$ cat src/hw/bu_pkg.sv
// branch unit shared constants, fetch states
// assumes one processor clock domain
package bu_pkg;

   // ****************************************
   // completion queue
   // ****************************************
   localparam int CQ_DEPTH      = 8;
   localparam int CQ_RETIRE_MAX = 2;

   // ****************************************
   // prediction
   // ****************************************
   localparam int         PRED_LEVELS  = 2;
   localparam int         HIST_ENTRIES = 64;
   localparam logic [1:0] HIST_RESET   = 2'h1;
   localparam logic [1:0] HIST_MAX     = 2'h3;
   localparam logic [1:0] HIST_MIN     = 2'h0;

   // ****************************************
   // target fetch
   // ****************************************
   localparam logic [1:0] TARGET_INSTRUCTION_CACHE_PAIR    = 2'h2;
   localparam logic [1:0] TARGET_INSTRUCTION_CACHE_SINGLE  = 2'h1;
   localparam logic [1:0] TARGET_INSTRUCTION_CACHE_NONE    = 2'h0;

   typedef enum logic [2:0] {
      FS_SEQ,
      FS_TARGET_INSTRUCTION_CACHE,
      FS_GROUP,
      FS_IDLE,
      FS_REFILL
   } fetch_state_e;

endpackage

$ cat src/hw/branch_unit.sv
// branch unit: folding, fall-through removal, target fetch, prediction
// assumes fetcher, dispatch and completion logic on the same clock
`timescale 1ns/100ps

module branch_unit
   import bu_pkg::*;
#(
   parameter int HIST_N = HIST_ENTRIES,
   parameter int IDX_W  = $clog2(HIST_N)
)
(
   // clock and reset
   input  wire logic             clock_i,
   input  wire logic             rst_n_i,
   // configuration
   input  wire logic             hist_enable_i,
   // branch seen by the fetcher
   input  wire logic             br_valid_i,
   input  wire logic             br_uncond_i,
   input  wire logic             br_cond_cr_i,
   input  wire logic             br_cond_taken_i,
   input  wire logic             br_hint_taken_i,
   input  wire logic             br_ctr_decides_i,
   input  wire logic             br_ctr_taken_i,
   input  wire logic             br_count_dec_i,
   input  wire logic             br_link_target_i,
   input  wire logic             br_count_target_i,
   input  wire logic             br_writes_link_i,
   input  wire logic             br_writes_count_i,
   input  wire logic [IDX_W-1:0] br_index_i,
   // dependencies
   input  wire logic             cr_pend_i,
   input  wire logic             mtspr_link_pend_i,
   input  wire logic             mtspr_count_pend_i,
   // condition resolution of oldest open branch
   input  wire logic             resolve_valid_i,
   input  wire logic             resolve_taken_i,
   // caches
   input  wire logic             target_instruction_cache_hit_i,
   input  wire logic             target_instruction_cache_last_i,
   input  wire logic             icache_hit_i,
   input  wire logic             refill_done_i,
   // dispatch and completion
   input  wire logic [1:0]       dispatch_req_i,
   input  wire logic [1:0]       finished_i,
   // branch decisions
   output logic                  fold_o,
   output logic                  drop_o,
   output logic                  cq_slot_o,
   output logic                  predict_taken_o,
   // fetch control
   output logic [1:0]            target_instruction_cache_count_o,
   output logic                  icache_fetch_o,
   output logic                  iq_fill_block_o,
   output logic                  fetch_halt_o,
   output logic                  flush_o,
   output logic                  exec_block_o,
   // completion control
   output logic                  dispatch_stall_o,
   output logic [1:0]            retire_count_o,
   output logic                  count_commit_o,
   output logic                  link_commit_o,
   output logic [1:0]            unresolved_o
);

   // ****************************************
   // state
   // ****************************************
   typedef struct packed {
      fetch_state_e              fs;
      logic                      last;
      logic [1:0]                unres;
      logic [1:0]                pred;
      logic [1:0][IDX_W-1:0]     idx;
      logic                      cnt_commit;
      logic                      lnk_commit;
   } bu_s;

   bu_s  s_reg;
   bu_s  s_next;

   logic hist_pred;
   logic cq_full;
   logic hold_dep;
   logic hold_slot;
   logic cr_blocked;
   logic third;
   logic fetch_ok;
   logic mispredict;
   logic correct;
   logic accept;
   logic pred_dir;
   logic taken;
   logic writes;
   logic fold;
   logic drop;
   logic slot;

   // ****************************************
   // branch decision
   // ****************************************
   always_comb
   begin
      s_next            = s_reg;
      s_next.cnt_commit = 1'b0;
      s_next.lnk_commit = 1'b0;

      // register moves are not forwarded before execute
      hold_dep   = br_valid_i
                   & ((br_link_target_i & mtspr_link_pend_i)
                   | ((br_count_target_i | br_count_dec_i)
                   & mtspr_count_pend_i));
      cr_blocked = br_cond_cr_i & cr_pend_i & ~br_ctr_decides_i;
      third      = br_valid_i & cr_blocked
                   & (s_reg.unres == 2'(PRED_LEVELS));
      writes     = br_writes_link_i | br_writes_count_i;
      hold_slot  = br_valid_i & writes & cq_full;
      fetch_ok   = (s_reg.fs == FS_SEQ) || (s_reg.fs == FS_TARGET_INSTRUCTION_CACHE)
                   || (s_reg.fs == FS_GROUP);
      mispredict = resolve_valid_i & (s_reg.unres != 2'h0)
                   & (resolve_taken_i != s_reg.pred[0]);
      correct    = resolve_valid_i & (s_reg.unres != 2'h0) & ~mispredict;
      accept     = br_valid_i & fetch_ok & ~hold_dep & ~third
                   & ~hold_slot & ~mispredict;

      // static guess whenever the table is switched off
      pred_dir   = hist_enable_i ? hist_pred : br_hint_taken_i;

      if (br_uncond_i)
         taken = 1'b1;
      else if (br_ctr_decides_i)
         taken = br_ctr_taken_i;
      else if (cr_blocked)
         taken = pred_dir;
      else
         taken = br_cond_taken_i;

      // target stream overwrites the branch, no dispatch cycle spent
      fold = accept & taken;
      drop = accept & ~taken & ~writes;
      slot = accept & writes;

      // ****************************************
      // two-level open branch stack
      // ****************************************
      if (correct)
      begin
         s_next.pred[0] = s_reg.pred[1];
         s_next.idx[0]  = s_reg.idx[1];
         s_next.unres   = s_reg.unres - 2'h1;
      end
      if (accept && cr_blocked)
      begin
         // second level is fetched only, see exec_block_o
         s_next.pred[s_next.unres[0]] = pred_dir;
         s_next.idx[s_next.unres[0]]  = br_index_i;
         s_next.unres                 = s_next.unres + 2'h1;
      end

      // ****************************************
      // target fetch sequence
      // ****************************************
      case (s_reg.fs)
         FS_TARGET_INSTRUCTION_CACHE:   s_next.fs = FS_GROUP;
         FS_IDLE:   s_next.fs = FS_GROUP;
         FS_REFILL:
         begin
            if (refill_done_i)
               s_next.fs = FS_SEQ;
         end
         FS_GROUP:  s_next.fs = FS_SEQ;
         FS_SEQ:    s_next.fs = FS_SEQ;
         default:   s_next.fs = FS_SEQ;
      endcase

      if (fold)
      begin
         if (target_instruction_cache_hit_i)
         begin
            s_next.fs   = FS_TARGET_INSTRUCTION_CACHE;
            s_next.last = target_instruction_cache_last_i;
         end
         else if (icache_hit_i)
            s_next.fs = FS_IDLE;
         else
            s_next.fs = FS_REFILL;
      end

      // slot sits at the head, so it retires next cycle
      s_next.cnt_commit = slot & br_writes_count_i;
      s_next.lnk_commit = slot & br_writes_link_i;

      // wrong path: drop all open levels, one refetch cycle
      if (mispredict)
      begin
         s_next.unres = 2'h0;
         s_next.fs    = FS_IDLE;
      end
   end

   always_ff @(posedge clock_i or negedge rst_n_i)
   begin
      if (!rst_n_i)
      begin
         s_reg    <= '0;
         s_reg.fs <= FS_SEQ;
      end
      else
         s_reg <= s_next;
   end

   // ****************************************
   // submodules
   // ****************************************
   branch_history #(
      .ENTRIES     (HIST_N),
      .IDX_W       (IDX_W)
   ) u_hist (
      .clock_i     (clock_i),
      .rst_n_i     (rst_n_i),
      .rd_idx_i    (br_index_i),
      .pred_o      (hist_pred),
      .upd_i       (resolve_valid_i && (s_reg.unres != 2'h0)),
      .upd_idx_i   (s_reg.idx[0]),
      .upd_taken_i (resolve_taken_i)
   );

   completion_queue #(
      .DEPTH        (CQ_DEPTH),
      .RETIRE       (CQ_RETIRE_MAX)
   ) u_cq (
      .clock_i      (clock_i),
      .rst_n_i      (rst_n_i),
      .alloc_i      (dispatch_req_i),
      .stall_o      (dispatch_stall_o),
      .full_o       (cq_full),
      .finished_i   (finished_i),
      .retire_o     (retire_count_o),
      .level_i      (s_reg.unres),
      .resolve_ok_i (correct),
      .flush_i      (mispredict)
   );

   // ****************************************
   // outputs
   // ****************************************
   assign fold_o          = fold;
   assign drop_o          = drop;
   assign cq_slot_o       = slot;
   assign predict_taken_o = pred_dir;
   assign target_instruction_cache_count_o    = (s_reg.fs != FS_TARGET_INSTRUCTION_CACHE) ? TARGET_INSTRUCTION_CACHE_NONE
                            : (s_reg.last ? TARGET_INSTRUCTION_CACHE_SINGLE : TARGET_INSTRUCTION_CACHE_PAIR);
   assign icache_fetch_o  = s_reg.fs == FS_GROUP;
   assign iq_fill_block_o = (s_reg.fs == FS_IDLE) || (s_reg.fs == FS_REFILL);
   assign fetch_halt_o    = hold_dep | third | hold_slot;
   assign flush_o         = mispredict;
   assign exec_block_o    = s_reg.unres == 2'(PRED_LEVELS);
   assign count_commit_o  = s_reg.cnt_commit;
   assign link_commit_o   = s_reg.lnk_commit;
   assign unresolved_o    = s_reg.unres;
endmodule

$ cat src/hw/branch_history.sv
// two-bit saturating direction counters, one per entry
// assumes updates come only from resolved branches
`timescale 1ns/100ps
module branch_history
   import bu_pkg::*;
#(
   parameter int ENTRIES = HIST_ENTRIES,
   parameter int IDX_W   = $clog2(ENTRIES)
)
(
   // clock and reset
   input  wire logic             clock_i,
   input  wire logic             rst_n_i,
   // lookup
   input  wire logic [IDX_W-1:0] rd_idx_i,
   output logic                  pred_o,
   // training
   input  wire logic             upd_i,
   input  wire logic [IDX_W-1:0] upd_idx_i,
   input  wire logic             upd_taken_i
);

   typedef struct packed {
      logic [ENTRIES-1:0][1:0] ctr;
   } hist_s;

   hist_s                   s_reg;
   hist_s                   s_next;
   logic [ENTRIES-1:0][1:0] nxt;

   // ****************************************
   // per-entry counter update
   // ****************************************
   for (genvar g = 0; g < ENTRIES; g++)
   begin : g_ent
      logic [1:0] c;
      assign c = s_reg.ctr[g];
      always_comb
      begin
         nxt[g] = c;
         if (upd_i && (upd_idx_i == IDX_W'(g)))
         begin
            if (upd_taken_i && (c != HIST_MAX))
               nxt[g] = c + 2'h1;
            else if (!upd_taken_i && (c != HIST_MIN))
               nxt[g] = c - 2'h1;
         end
      end
   end

   always_comb
   begin
      s_next     = s_reg;
      s_next.ctr = nxt;
   end

   always_ff @(posedge clock_i or negedge rst_n_i)
   begin
      if (!rst_n_i)
         s_reg <= {ENTRIES{HIST_RESET}};
      else
         s_reg <= s_next;
   end

   // upper bit of counter is the guess
   assign pred_o = s_reg.ctr[rd_idx_i][1];
endmodule

$ cat src/hw/completion_queue.sv
// completion queue occupancy with speculative fences
// assumes finished_i counts finished entries at the head, in order
`timescale 1ns/100ps
module completion_queue
   import bu_pkg::*;
#(
   parameter int DEPTH  = CQ_DEPTH,
   parameter int RETIRE = CQ_RETIRE_MAX,
   parameter int CW     = $clog2(DEPTH + 1)
)
(
   // clock and reset
   input  wire logic       clock_i,
   input  wire logic       rst_n_i,
   // dispatch side
   input  wire logic [1:0] alloc_i,
   output logic            stall_o,
   output logic            full_o,
   // completion side
   input  wire logic [1:0] finished_i,
   output logic [1:0]      retire_o,
   // branch resolution
   input  wire logic [1:0] level_i,
   input  wire logic       resolve_ok_i,
   input  wire logic       flush_i
);

   typedef struct packed {
      logic [CW-1:0] total;
      logic [CW-1:0] spec0;
      logic [CW-1:0] spec1;
   } cq_s;

   cq_s           s_reg;
   cq_s           s_next;
   logic [CW-1:0] free;
   logic [CW-1:0] avail;
   logic [CW-1:0] ret;
   logic [CW-1:0] add;
   logic [1:0]    lvl;

   always_comb
   begin
      s_next  = s_reg;
      free    = CW'(DEPTH) - s_reg.total;
      // entries behind an open branch wait here, not written back
      avail   = s_reg.total - s_reg.spec0;
      ret     = CW'(finished_i);
      if (ret > avail)
         ret = avail;
      if (ret > CW'(RETIRE))
         ret = CW'(RETIRE);
      stall_o = CW'(alloc_i) > free;
      add     = (stall_o || flush_i) ? '0 : CW'(alloc_i);
      lvl     = level_i - {1'b0, resolve_ok_i};
      if (flush_i)
      begin
         s_next.total = s_reg.total - s_reg.spec0 - ret;
         s_next.spec0 = '0;
         s_next.spec1 = '0;
      end
      else
      begin
         if (resolve_ok_i)
         begin
            s_next.spec0 = s_reg.spec1;
            s_next.spec1 = '0;
         end
         s_next.total = s_reg.total - ret + add;
         if (lvl != 2'h0)
            s_next.spec0 = s_next.spec0 + add;
         if (lvl == 2'h2)
            s_next.spec1 = s_next.spec1 + add;
      end
   end

   always_ff @(posedge clock_i or negedge rst_n_i)
   begin
      if (!rst_n_i)
         s_reg <= '0;
      else
         s_reg <= s_next;
   end

   assign full_o   = s_reg.total == CW'(DEPTH);
   assign retire_o = ret[1:0];
endmodule

$ cat config.mk
export PLATFORM = sky130hd
export DESIGN_NAME = branch_unit
export DESIGN_NICKNAME = d
export VERILOG_FILES = /design/src/hw/bu_pkg.sv /design/src/hw/branch_unit.sv /design/src/hw/branch_history.sv /design/src/hw/completion_queue.sv
export SDC_FILE = /design/constraint.sdc
export NUM_CORES = 1
export LEC_CHECK = 0
export BUFFER_PORTS_ARGS = -buffer_cell sky130_fd_sc_hd__buf_2
export CAP_MARGIN = 40
export CORE_ASPECT_RATIO = 0.5
export CORE_MARGIN = 3
export CORE_UTILIZATION = 55
export CTS_CLUSTER_SIZE = 40
export DETAILED_ROUTE_END_ITERATION = 12
export HOLD_SLACK_MARGIN = 0.02
export PLACE_DENSITY = 0.76
export SYNTH_ARGS = -nofsm -noshare
export SYNTH_HDL_FRONTEND = slang
export SYNTH_SLANG_ARGS = --single-unit
$ cat constraint.sdc
create_clock -name clock_i -period 3.6 [get_ports clock_i]
set_clock_uncertainty 0.15 [all_clocks]
set_input_delay 0 -clock clock_i [delete_from_list [all_inputs] [get_ports clock_i]]
set_output_delay 0 -clock clock_i [all_outputs]
set_load 0.005 [all_outputs]
==> key figures, run 1 <==
GRT
  – Antenna violations before repair: 0
  – Global routing usage summed across all routing layers: 26.1%
  – Pin count of the biggest net entering global routing: 71
  – Total gr overflow: 0
  – Via count of the first global-routing pass: 8,662
  – First-pass GRT wire length: 41,500 µm

Clock network
  – TritonCTS clock tree: done
  – Worst-case clock buffer depth: 2
  – Worst skew pair latency: 0.43 ns
  – Register clock-pin slew on the reported worst setup and hold paths: 0.07 ns
  – Total number of clock tree sinks: 162
  – Root Buffer Master: sky130_fd_sc_hd__clkbuf_16
  – H-Tree Level Count: 4
  – Number of buffers created by CTS: 17

Power and ir drop
  – Pwr/cell area: 592 nW/µm²
  – Worst IR drop on VDD: 0.841 mV
  – Leak: 4.97 nW
  – Overall Power: 6.70 mW

Timing
  – Worst setup margin: 0.0847 ns
  – Worst slew margin relative to its limit: 50.0%
  – Final count of pins violating max slew: 0
  – Least-Margin Pin Slew: 0.750 ns
  – F_max: 0.284 GHz
  – Hold Vio Cnt, Final: 0
  – Final worst-path cycle share: 97.6%
  – Setup_tns: 0 ns
  – Count of endpoints failing setup in the final report: 0
  – Final min period: 3.52 ns
  – Unrepaired setup endpoints after global routing: true

Placement
  – Port Buffers: 51
  – Cell total after placement: 1,457
  – Gp weighted congestion: 0.832
  – Area after DPL: 10,500 µm²
  – Worst setup timing slack at the placement stage: 0.0178 ns
  – Half-perimeter wire length after detailed placement: 16,600 µm

Logic synthesis
  – Count of yosys warnings during synthesis: 0
  – Predominant post-synthesis flop cell: sky130_fd_sc_hd__dfrtp_1
  – Synth area leaders: sky130_fd_sc_hd__dfrtp_1 (25%), sky130_fd_sc_hd__dfstp_2 (17%), sky130_fd_sc_hd__nor2_1 (10%)
  – Fraction of registers with async set/reset: 100%
  – Post-synthesis area per instance: 8.21 µm²
  – Most frequent cell after synthesis: sky130_fd_sc_hd__nor2_1
  – Top cells by count, synth: sky130_fd_sc_hd__nor2_1 (274), sky130_fd_sc_hd__a21oi_1 (180), sky130_fd_sc_hd__nand2_1 (126)
  – Total standard cell area after synthesis: 9840 µm²
  – Unique masters post-synth: 56
  – Number of cells produced by synthesis: 1,199
  – Top cell type's share of synthesized area: 24.9%
  – Number of synthesized flops with an enable pin: 0
  – Sequential-to-total area share from yosys stat: 42.0%
  – Cell type with the highest aggregate area in the netlist: sky130_fd_sc_hd__dfrtp_1
  – FF+latch count, synth: 162

Worst hold path
  – Min-Delay Path Class: primary input to flop

Drt
  – Detailed-route DRC error count: 0
  – Post-DR wirelength/cell: 16.4 µm
  – Detailed-route via count: 8,924
  – Post-route antenna net violation count: 0
  – First-pass detailed-route iteration total: 5
  – Vias per cell: 5.88
  – Total detailed-routing wirelength: 24,800 µm
  – First-iteration detailed-routing DRC count: 648

Layout
  – Flip-flop count of the largest register, all copies and words added: 128
  – Antenna diode instance count: 0
  – Area growth from synthesis to layout: 15.2%
  – Post-Layout Cell Count: 1,518
  – Net count of the finished layout: 1,340
  – Final Cell Area: 11,300 µm²
  – Proportion of layout cells with a drive suffix above 1: 21.2%
  – Filler cell count: 1,304

Worst setup path
  – Cell with the largest stage delay on the worst path: sky130_fd_sc_hd__fa_2
  – Critical path arrival: 3.73 ns
  – Worst R2R Setup Slack: 0.08 ns
  – Longest individual stage delay on the worst path: 0.47 ns
  – Element type at the critical path end: flop
  – Worst setup SP type: flop
  – Total buffers and inverters traversed by the critical path: 2
  – Maximum fanout count along the critical path: 4
  – Type of the setup path with the least slack: flop to flop
  – Category of cells accounting for the largest share of critical-path delay: adder cells
  – List of cells traversed by the critical path: inv_2 > ha_4 > fa_2 > ha_4 > nor2b_4 > o21ai_2 > nor2_2 > nor2_2 > a21oi_2 > fa_1 > inv_1 > ha_1 > a21o_1 > a21oi_2 > xnor2_1 > nand2_1 > o21ai_1
  – Required time at the worst-slack endpoint: 3.82 ns

Job
  – Maximum capacitance violations: 0

Floorplanning
  – Starting Density: 58.1%
  – Height of the chip: 101 µm
  – X dimension of the die: 195 µm
  – Core Rows: 33
  – Std-Cell Core Area: 16,900 µm²
  – Total die area: 19,600 µm²
  – Number of top-level design ports: 52

Outcome
  – Run status: finished, final reports clean
## per-stage QoR
| step | hold slack (ns) | util, % |
|---|---|---|
| floorplan | -0.446 | - |
| CTS | 0.0511 | 66.6 |
| global placement | 0.00446 | 61.5 |
| global route | 0.0665 | 66.9 |
| detailed placement | -0.262 | 61.9 |
| finish | 0.0662 | 66.9 |
## area by class of cell
cell class | count | area, µm² | area share, %
repair buffers | 99 | 754 | 6.66
inverters | 34 | 128 | 1.13
clock inverters | 15 | 135 | 1.19
multi-input cells | 964 | 5470 | 48.3
flip-flops and latches | 162 | 4130 | 36.5
well taps | 227 | 284 | 2.51
clock buffers | 17 | 425 | 3.75
## layer usage
metal	share of wire (%)	wire, µm	up-vias	track usage, %
met1	43	10600	4332	33.5
met5	0	0	-	0
li1	-	-	4269	-
met3	6.6	1640	28	4.84
met4	1.2	286	0	6.68
met2	49	12300	295	46.2
## timing repair
action	in CTS	in global routing
gates cloned	0	0
gates resized for setup	1	6
buffers inserted	0	4
hold buffers	24	0
endpoints found under the setup margin	1	5
hold endpoints to repair	118	0
pin swaps	0	7
## layout by cell type (no fill, tap or decap), types with 3 or more instances in the layout
master                          synthesis  routed
sky130_fd_sc_hd__nand2b_1               4       4
sky130_fd_sc_hd__a21oi_2                0       3
sky130_fd_sc_hd__nand2_1              126     126
sky130_fd_sc_hd__and3_1                 6       6
sky130_fd_sc_hd__nor2b_1                8       7
sky130_fd_sc_hd__mux4_2                13      13
sky130_fd_sc_hd__buf_4                  2      20
sky130_fd_sc_hd__dfrtp_1               98      98
sky130_fd_sc_hd__nor2_1               274     272
sky130_fd_sc_hd__ha_1                  22      20
sky130_fd_sc_hd__o21ai_1                2       3
sky130_fd_sc_hd__or2_2                 60      60
sky130_fd_sc_hd__inv_1                 34      31
sky130_fd_sc_hd__xnor2_1               11      11
sky130_fd_sc_hd__a31oi_1                8       8
sky130_fd_sc_hd__fa_1                   6       4
sky130_fd_sc_hd__inv_8                  0       4
sky130_fd_sc_hd__inv_6                  0       8
sky130_fd_sc_hd__inv_2                  0       3
sky130_fd_sc_hd__dfstp_2               64      64
sky130_fd_sc_hd__mux2_2                 9       9
sky130_fd_sc_hd__nor3b_1                4       4
sky130_fd_sc_hd__buf_2                  2      48
sky130_fd_sc_hd__clkbuf_16              0      17
sky130_fd_sc_hd__xor2_1                 6       6
sky130_fd_sc_hd__nand3b_1               3       3
sky130_fd_sc_hd__nor3_1                60      60
sky130_fd_sc_hd__o21ai_0               30      28
sky130_fd_sc_hd__mux4_1                 5       5
sky130_fd_sc_hd__a21oi_1              180     177
sky130_fd_sc_hd__dlygate4sd3_1          0      24
sky130_fd_sc_hd__nor2_2                 1       3
sky130_fd_sc_hd__nand3_1               17      17
sky130_fd_sc_hd__or3_1                 57      57
sky130_fd_sc_hd__mux2i_1                8       8
sky130_fd_sc_hd__and2_1                13      12
## where the power goes
group          internal (mW)  leakage (nW)  switching (mW)
combinational           1.21          2.71            1.46
clock                  0.918         0.274           0.866
sequential              2.04          1.99           0.212
total                   4.16          4.97            2.54
## cells by family after synthesis
group / count (synthesis) / share of synthesized area (%)
buffers and inverters: 74 / 3.08
muxes: 37 / 6.38
and+or+nand+nor: 639 / 29.7
adders and majority gates: 28 / 4.02
xor gates and xnor gates: 17 / 1.51
DFF: 162 / 42.0
AOI/OAI and AO/OA: 241 / 13.3
other: 1 / 0.0381
## worst paths after layout
| check | start | end | depth (start not counted) |
|---|---|---|---|
| setup / recovery | u_cq.s_reg[8] | u_cq.s_reg[11] | 17 |
| hold / removal | br_index_i[2] | flop | 2 |
| setup reg to reg | u_cq.s_reg[8] | u_cq.s_reg[11] | 17 |
| hold reg to reg | u_hist.g_ent[15].c[0] | u_hist.g_ent[15].c[0] | 2 |
| max in group asynchronous | rst_n_i | u_hist.g_ent[31].c[1] | 5 |
| min in group asynchronous | rst_n_i | u_hist.g_ent[63].c[0] | 3 |
(Power assumes the default switching activity.)
==> inputs of run 2 (changes only) <==
--- a/config.mk
+++ b/config.mk
@@ -9,11 +9,12 @@
 export CAP_MARGIN = 40
 export CORE_ASPECT_RATIO = 0.5
 export CORE_MARGIN = 3
-export CORE_UTILIZATION = 55
+export CORE_UTILIZATION = 50
 export CTS_CLUSTER_SIZE = 40
 export DETAILED_ROUTE_END_ITERATION = 12
 export HOLD_SLACK_MARGIN = 0.02
-export PLACE_DENSITY = 0.76
+export PLACE_DENSITY = 0.67
+export SETUP_SLACK_MARGIN = 0.5
 export SYNTH_ARGS = -nofsm -noshare
 export SYNTH_HDL_FRONTEND = slang
 export SYNTH_SLANG_ARGS = --single-unit
==> constraint.sdc (replaced) <==
create_clock -name clock_i -period 4.3 [get_ports clock_i]
set_clock_uncertainty 0.15 [all_clocks]
set_input_delay 0 -clock clock_i [delete_from_list [all_inputs] [get_ports clock_i]]
set_output_delay 0 -clock clock_i [all_outputs]
set_load 0.005 [all_outputs]
==> run 2 against run 1 <==
Global-route usage down 2.4 points. Via count down 2.5%. Count of clock-buffer cells in the layout up 4. Sequential cell count unchanged. Design area about the same. Sequential share of layout area about the same. First-iteration DRC count down 16%. Clock power down 2%. Setup slack better by 0.45 ns. Sequential power down 16%. Register-to-register slack better by 0.45 ns. Non-clock buffer count down 11. Critical path type unchanged. Critical endpoint unchanged.
==> key figures, run 2 (synthesis results as in run 1) <==
Outcome
  – Run status: finished, final reports clean

Timing
  – Worst slew margin relative to its limit: 44.9% (-5.1 points)
  – Hold Vio Cnt, Final: 0 (unchanged)
  – Count of endpoints failing setup in the final report: 0 (unchanged)
  – Final min period: 3.76 ns (+0.248 ns)
  – Final count of pins violating max slew: 0 (unchanged)
  – Final worst-path cycle share: 87.5% (-10 points)
  – WHS: 0.0484 ns (-0.0178 ns)
  – Worst setup margin: 0.537 ns (+0.452 ns)
  – Least-Margin Pin Slew: 0.824 ns (+0.0732 ns)
  – F_max: 0.266 GHz (-6.6%)
  – Unrepaired setup endpoints after global routing: true
  – Setup_tns: 0 ns (unchanged)

Drt
  – First-pass detailed-route iteration total: 5 (unchanged)
  – Post-DR wirelength/cell: 15.6 µm (-4.5%)
  – First-iteration detailed-routing DRC count: 543 (-16%)
  – Total detailed-routing wirelength: 24,100 µm (-3.2%)
  – Detailed-route via count: 8,700 (-2.5%)
  – Post-route antenna net violation count: 0 (unchanged)
  – Detailed-route DRC error count: 0 (unchanged)
  – Vias per cell: 5.65 (-3.8%)

Worst setup path
  – Required time at the worst-slack endpoint: 4.50 ns (+0.68 ns)
  – Critical path arrival: 3.96 ns (+0.23 ns)
  – Number of cells traversed by the worst register-to-register path: 17 (unchanged)
  – Worst R2R Setup Slack: 0.54 ns (+0.45 ns)
  – Worst setup SP type: flop
  – Last element of the critical path: u_cq.s_reg[11]
  – Type of the setup path with the least slack: flop to flop
  – Capturing point of the worst reg2reg path: u_cq.s_reg[11]
  – Element type at the critical path end: flop
  – Maximum fanout count along the critical path: 4 (unchanged)
  – Source of the critical timing path: u_cq.s_reg[8]
  – Worst R2R Start: u_cq.s_reg[8]

Clock network
  – TritonCTS clock tree: done
  – Number of buffers created by CTS: 17 (unchanged)
  – Total number of clock tree sinks: 162 (unchanged)
  – Root Buffer Master: sky130_fd_sc_hd__clkbuf_16
  – Worst-case clock buffer depth: 2 (unchanged)
  – Worst skew pair latency: 0.43 ns (about the same)
  – Register clock-pin slew on the reported worst setup and hold paths: 0.07 ns (about the same)
  – H-Tree Level Count: 4 (unchanged)

Placement
  – Area after DPL: 10,400 µm² (-0.55%)
  – Gp weighted congestion: 0.840 (+0.94%)
  – Half-perimeter wire length after detailed placement: 16,200 µm (-2.2%)
  – Port Buffers: 51 (unchanged)
  – Worst setup timing slack at the placement stage: 0.324 ns (+0.307 ns)
  – Cell total after placement: 1,482 (+1.7%)

Layout
  – Proportion of layout cells with a drive suffix above 1: 20.0% (-1.2 points)
  – Area growth from synthesis to layout: 15.2% (about the same)
  – Post-Layout Cell Count: 1,539 (+1.4%)
  – Filler cell count: 1,656 (+27%)
  – Area used by sequential logic in the layout: 4130 µm² (unchanged)
  – Most frequent standard cell in the layout excluding fill and tap cells: sky130_fd_sc_hd__nor2_1
  – Combined area of the multi-input logic cells: 5440 µm² (-0.55%)
  – Flip-flop count of the largest register, all copies and words added: 128 (unchanged)
  – Top library cells by usage in the layout, fill and taps aside: sky130_fd_sc_hd__nor2_1 (273), sky130_fd_sc_hd__a21oi_1 (178), sky130_fd_sc_hd__nand2_1 (126), sky130_fd_sc_hd__dfrtp_1 (98), sky130_fd_sc_hd__dfstp_2 (64)
  – Net count of the finished layout: 1,329 (-0.82%)
  – Antenna diode instance count: 0 (unchanged)
  – Final Cell Area: 11,300 µm² (about the same)

GRT
  – Pin count of the biggest net entering global routing: 73 (+2.8%)
  – First-pass GRT wire length: 41,300 µm (-0.55%)
  – Global routing usage summed across all routing layers: 23.6% (-2.4 points)
  – Total gr overflow: 0 (unchanged)
  – Antenna violations before repair: 0 (unchanged)
  – Via count of the first global-routing pass: 8,571 (-1.1%)

Floorplanning
  – X dimension of the die: 204 µm (+4.7%)
  – Total die area: 21,500 µm² (+9.5%)
  – Number of top-level design ports: 52 (unchanged)
  – Starting Density: 52.3% (-5.9 points)
  – Core Rows: 35 (+6.1%)
  – Height of the chip: 105 µm (+4.6%)
  – Std-Cell Core Area: 18,800 µm² (+11%)

Power and ir drop
  – Worst IR drop on VDD: 0.296 mV (-65%)
  – Leak: 4.95 nW (-0.39%)
  – Pwr/cell area: 501 nW/µm² (-15%)

Worst hold path
  – Min-Delay Path Class: primary input to asynchronous set/reset pin

Job
  – Maximum capacitance violations: 0 (unchanged)
==> run 2: critical path, stage by stage, from the launching register on <==
cell                      delay (ns)
sky130_fd_sc_hd__dfrtp_1        0.40
sky130_fd_sc_hd__inv_2          0.12
sky130_fd_sc_hd__ha_4           0.16
sky130_fd_sc_hd__fa_2           0.46
sky130_fd_sc_hd__ha_1           0.30
sky130_fd_sc_hd__nor2b_1        0.15
sky130_fd_sc_hd__o21ai_2        0.21
sky130_fd_sc_hd__nor2_2         0.07
sky130_fd_sc_hd__nor2_1         0.11
sky130_fd_sc_hd__a21oi_2        0.06
sky130_fd_sc_hd__fa_1           0.53
sky130_fd_sc_hd__inv_1          0.05
sky130_fd_sc_hd__ha_1           0.29
sky130_fd_sc_hd__a21o_1         0.20
sky130_fd_sc_hd__a21oi_2        0.15
sky130_fd_sc_hd__xnor2_1        0.13
sky130_fd_sc_hd__nand2_1        0.07
sky130_fd_sc_hd__o21ai_0        0.08
==> run 2: area by class of cell <==
cell class	instances	share of cell area, %
multi-input cells	964	48.0
flip-flops and latches	162	36.5
repair buffers	88	5.75
clock buffers	21	4.06
well taps	259	2.86
clock inverters	11	1.77
inverters	34	1.13
==> run 2: worst min-delay path by stage <==
stage | depth (start not counted) | end
global placement | 1 | u_cq.s_reg[11]
floorplan | 0 | asynchronous set/reset pin
detailed placement | 1 | u_cq.s_reg[11]
global route | 2 | u_hist.g_ent[54].c[0]
CTS | 2 | u_hist.g_ent[50].c[0]
finish | 2 | u_hist.g_ent[50].c[0]
==> run 2: per-layer routing <==
layer / track usage [%] / part of all wire [%] / up-vias / wire length, µm
li1: - / - / 4236 / -
met1: 31.6 / 46 / 4243 / 11100
met2: 39.6 / 48 / 190 / 11600
met3: 4.26 / 4.4 / 31 / 1050
met4: 6.62 / 1.4 / 0 / 341
met5: 0 / 0 / - / 0
==> run 2: repair_timing <==
| item | CTS | global route |
|---|---|---|
| pin swaps | 1 | 2 |
| endpoints found under the hold margin | 160 | 0 |
| hold buffers | 21 | 0 |
| endpoints found under the setup margin | 3 | 5 |
| setup buffers | 2 | 2 |
| gates cloned | 0 | 0 |
| resized for setup | 2 | 4 |
==> run 2: metrics by stage <==
stage	util [%]	total power, mW
after floorplan	-	3.26
after global placement	54.9	3.70
after detailed placement	55.3	3.79
after CTS	60.0	5.62
after global routing	60.2	6.07
final	60.2	5.68
==> run 2: where the power goes <==
part | internal, mW | switching [mW]
Clock | 1.07 | 0.673
Combinational | 0.903 | 1.16
Sequential | 1.71 | 0.170
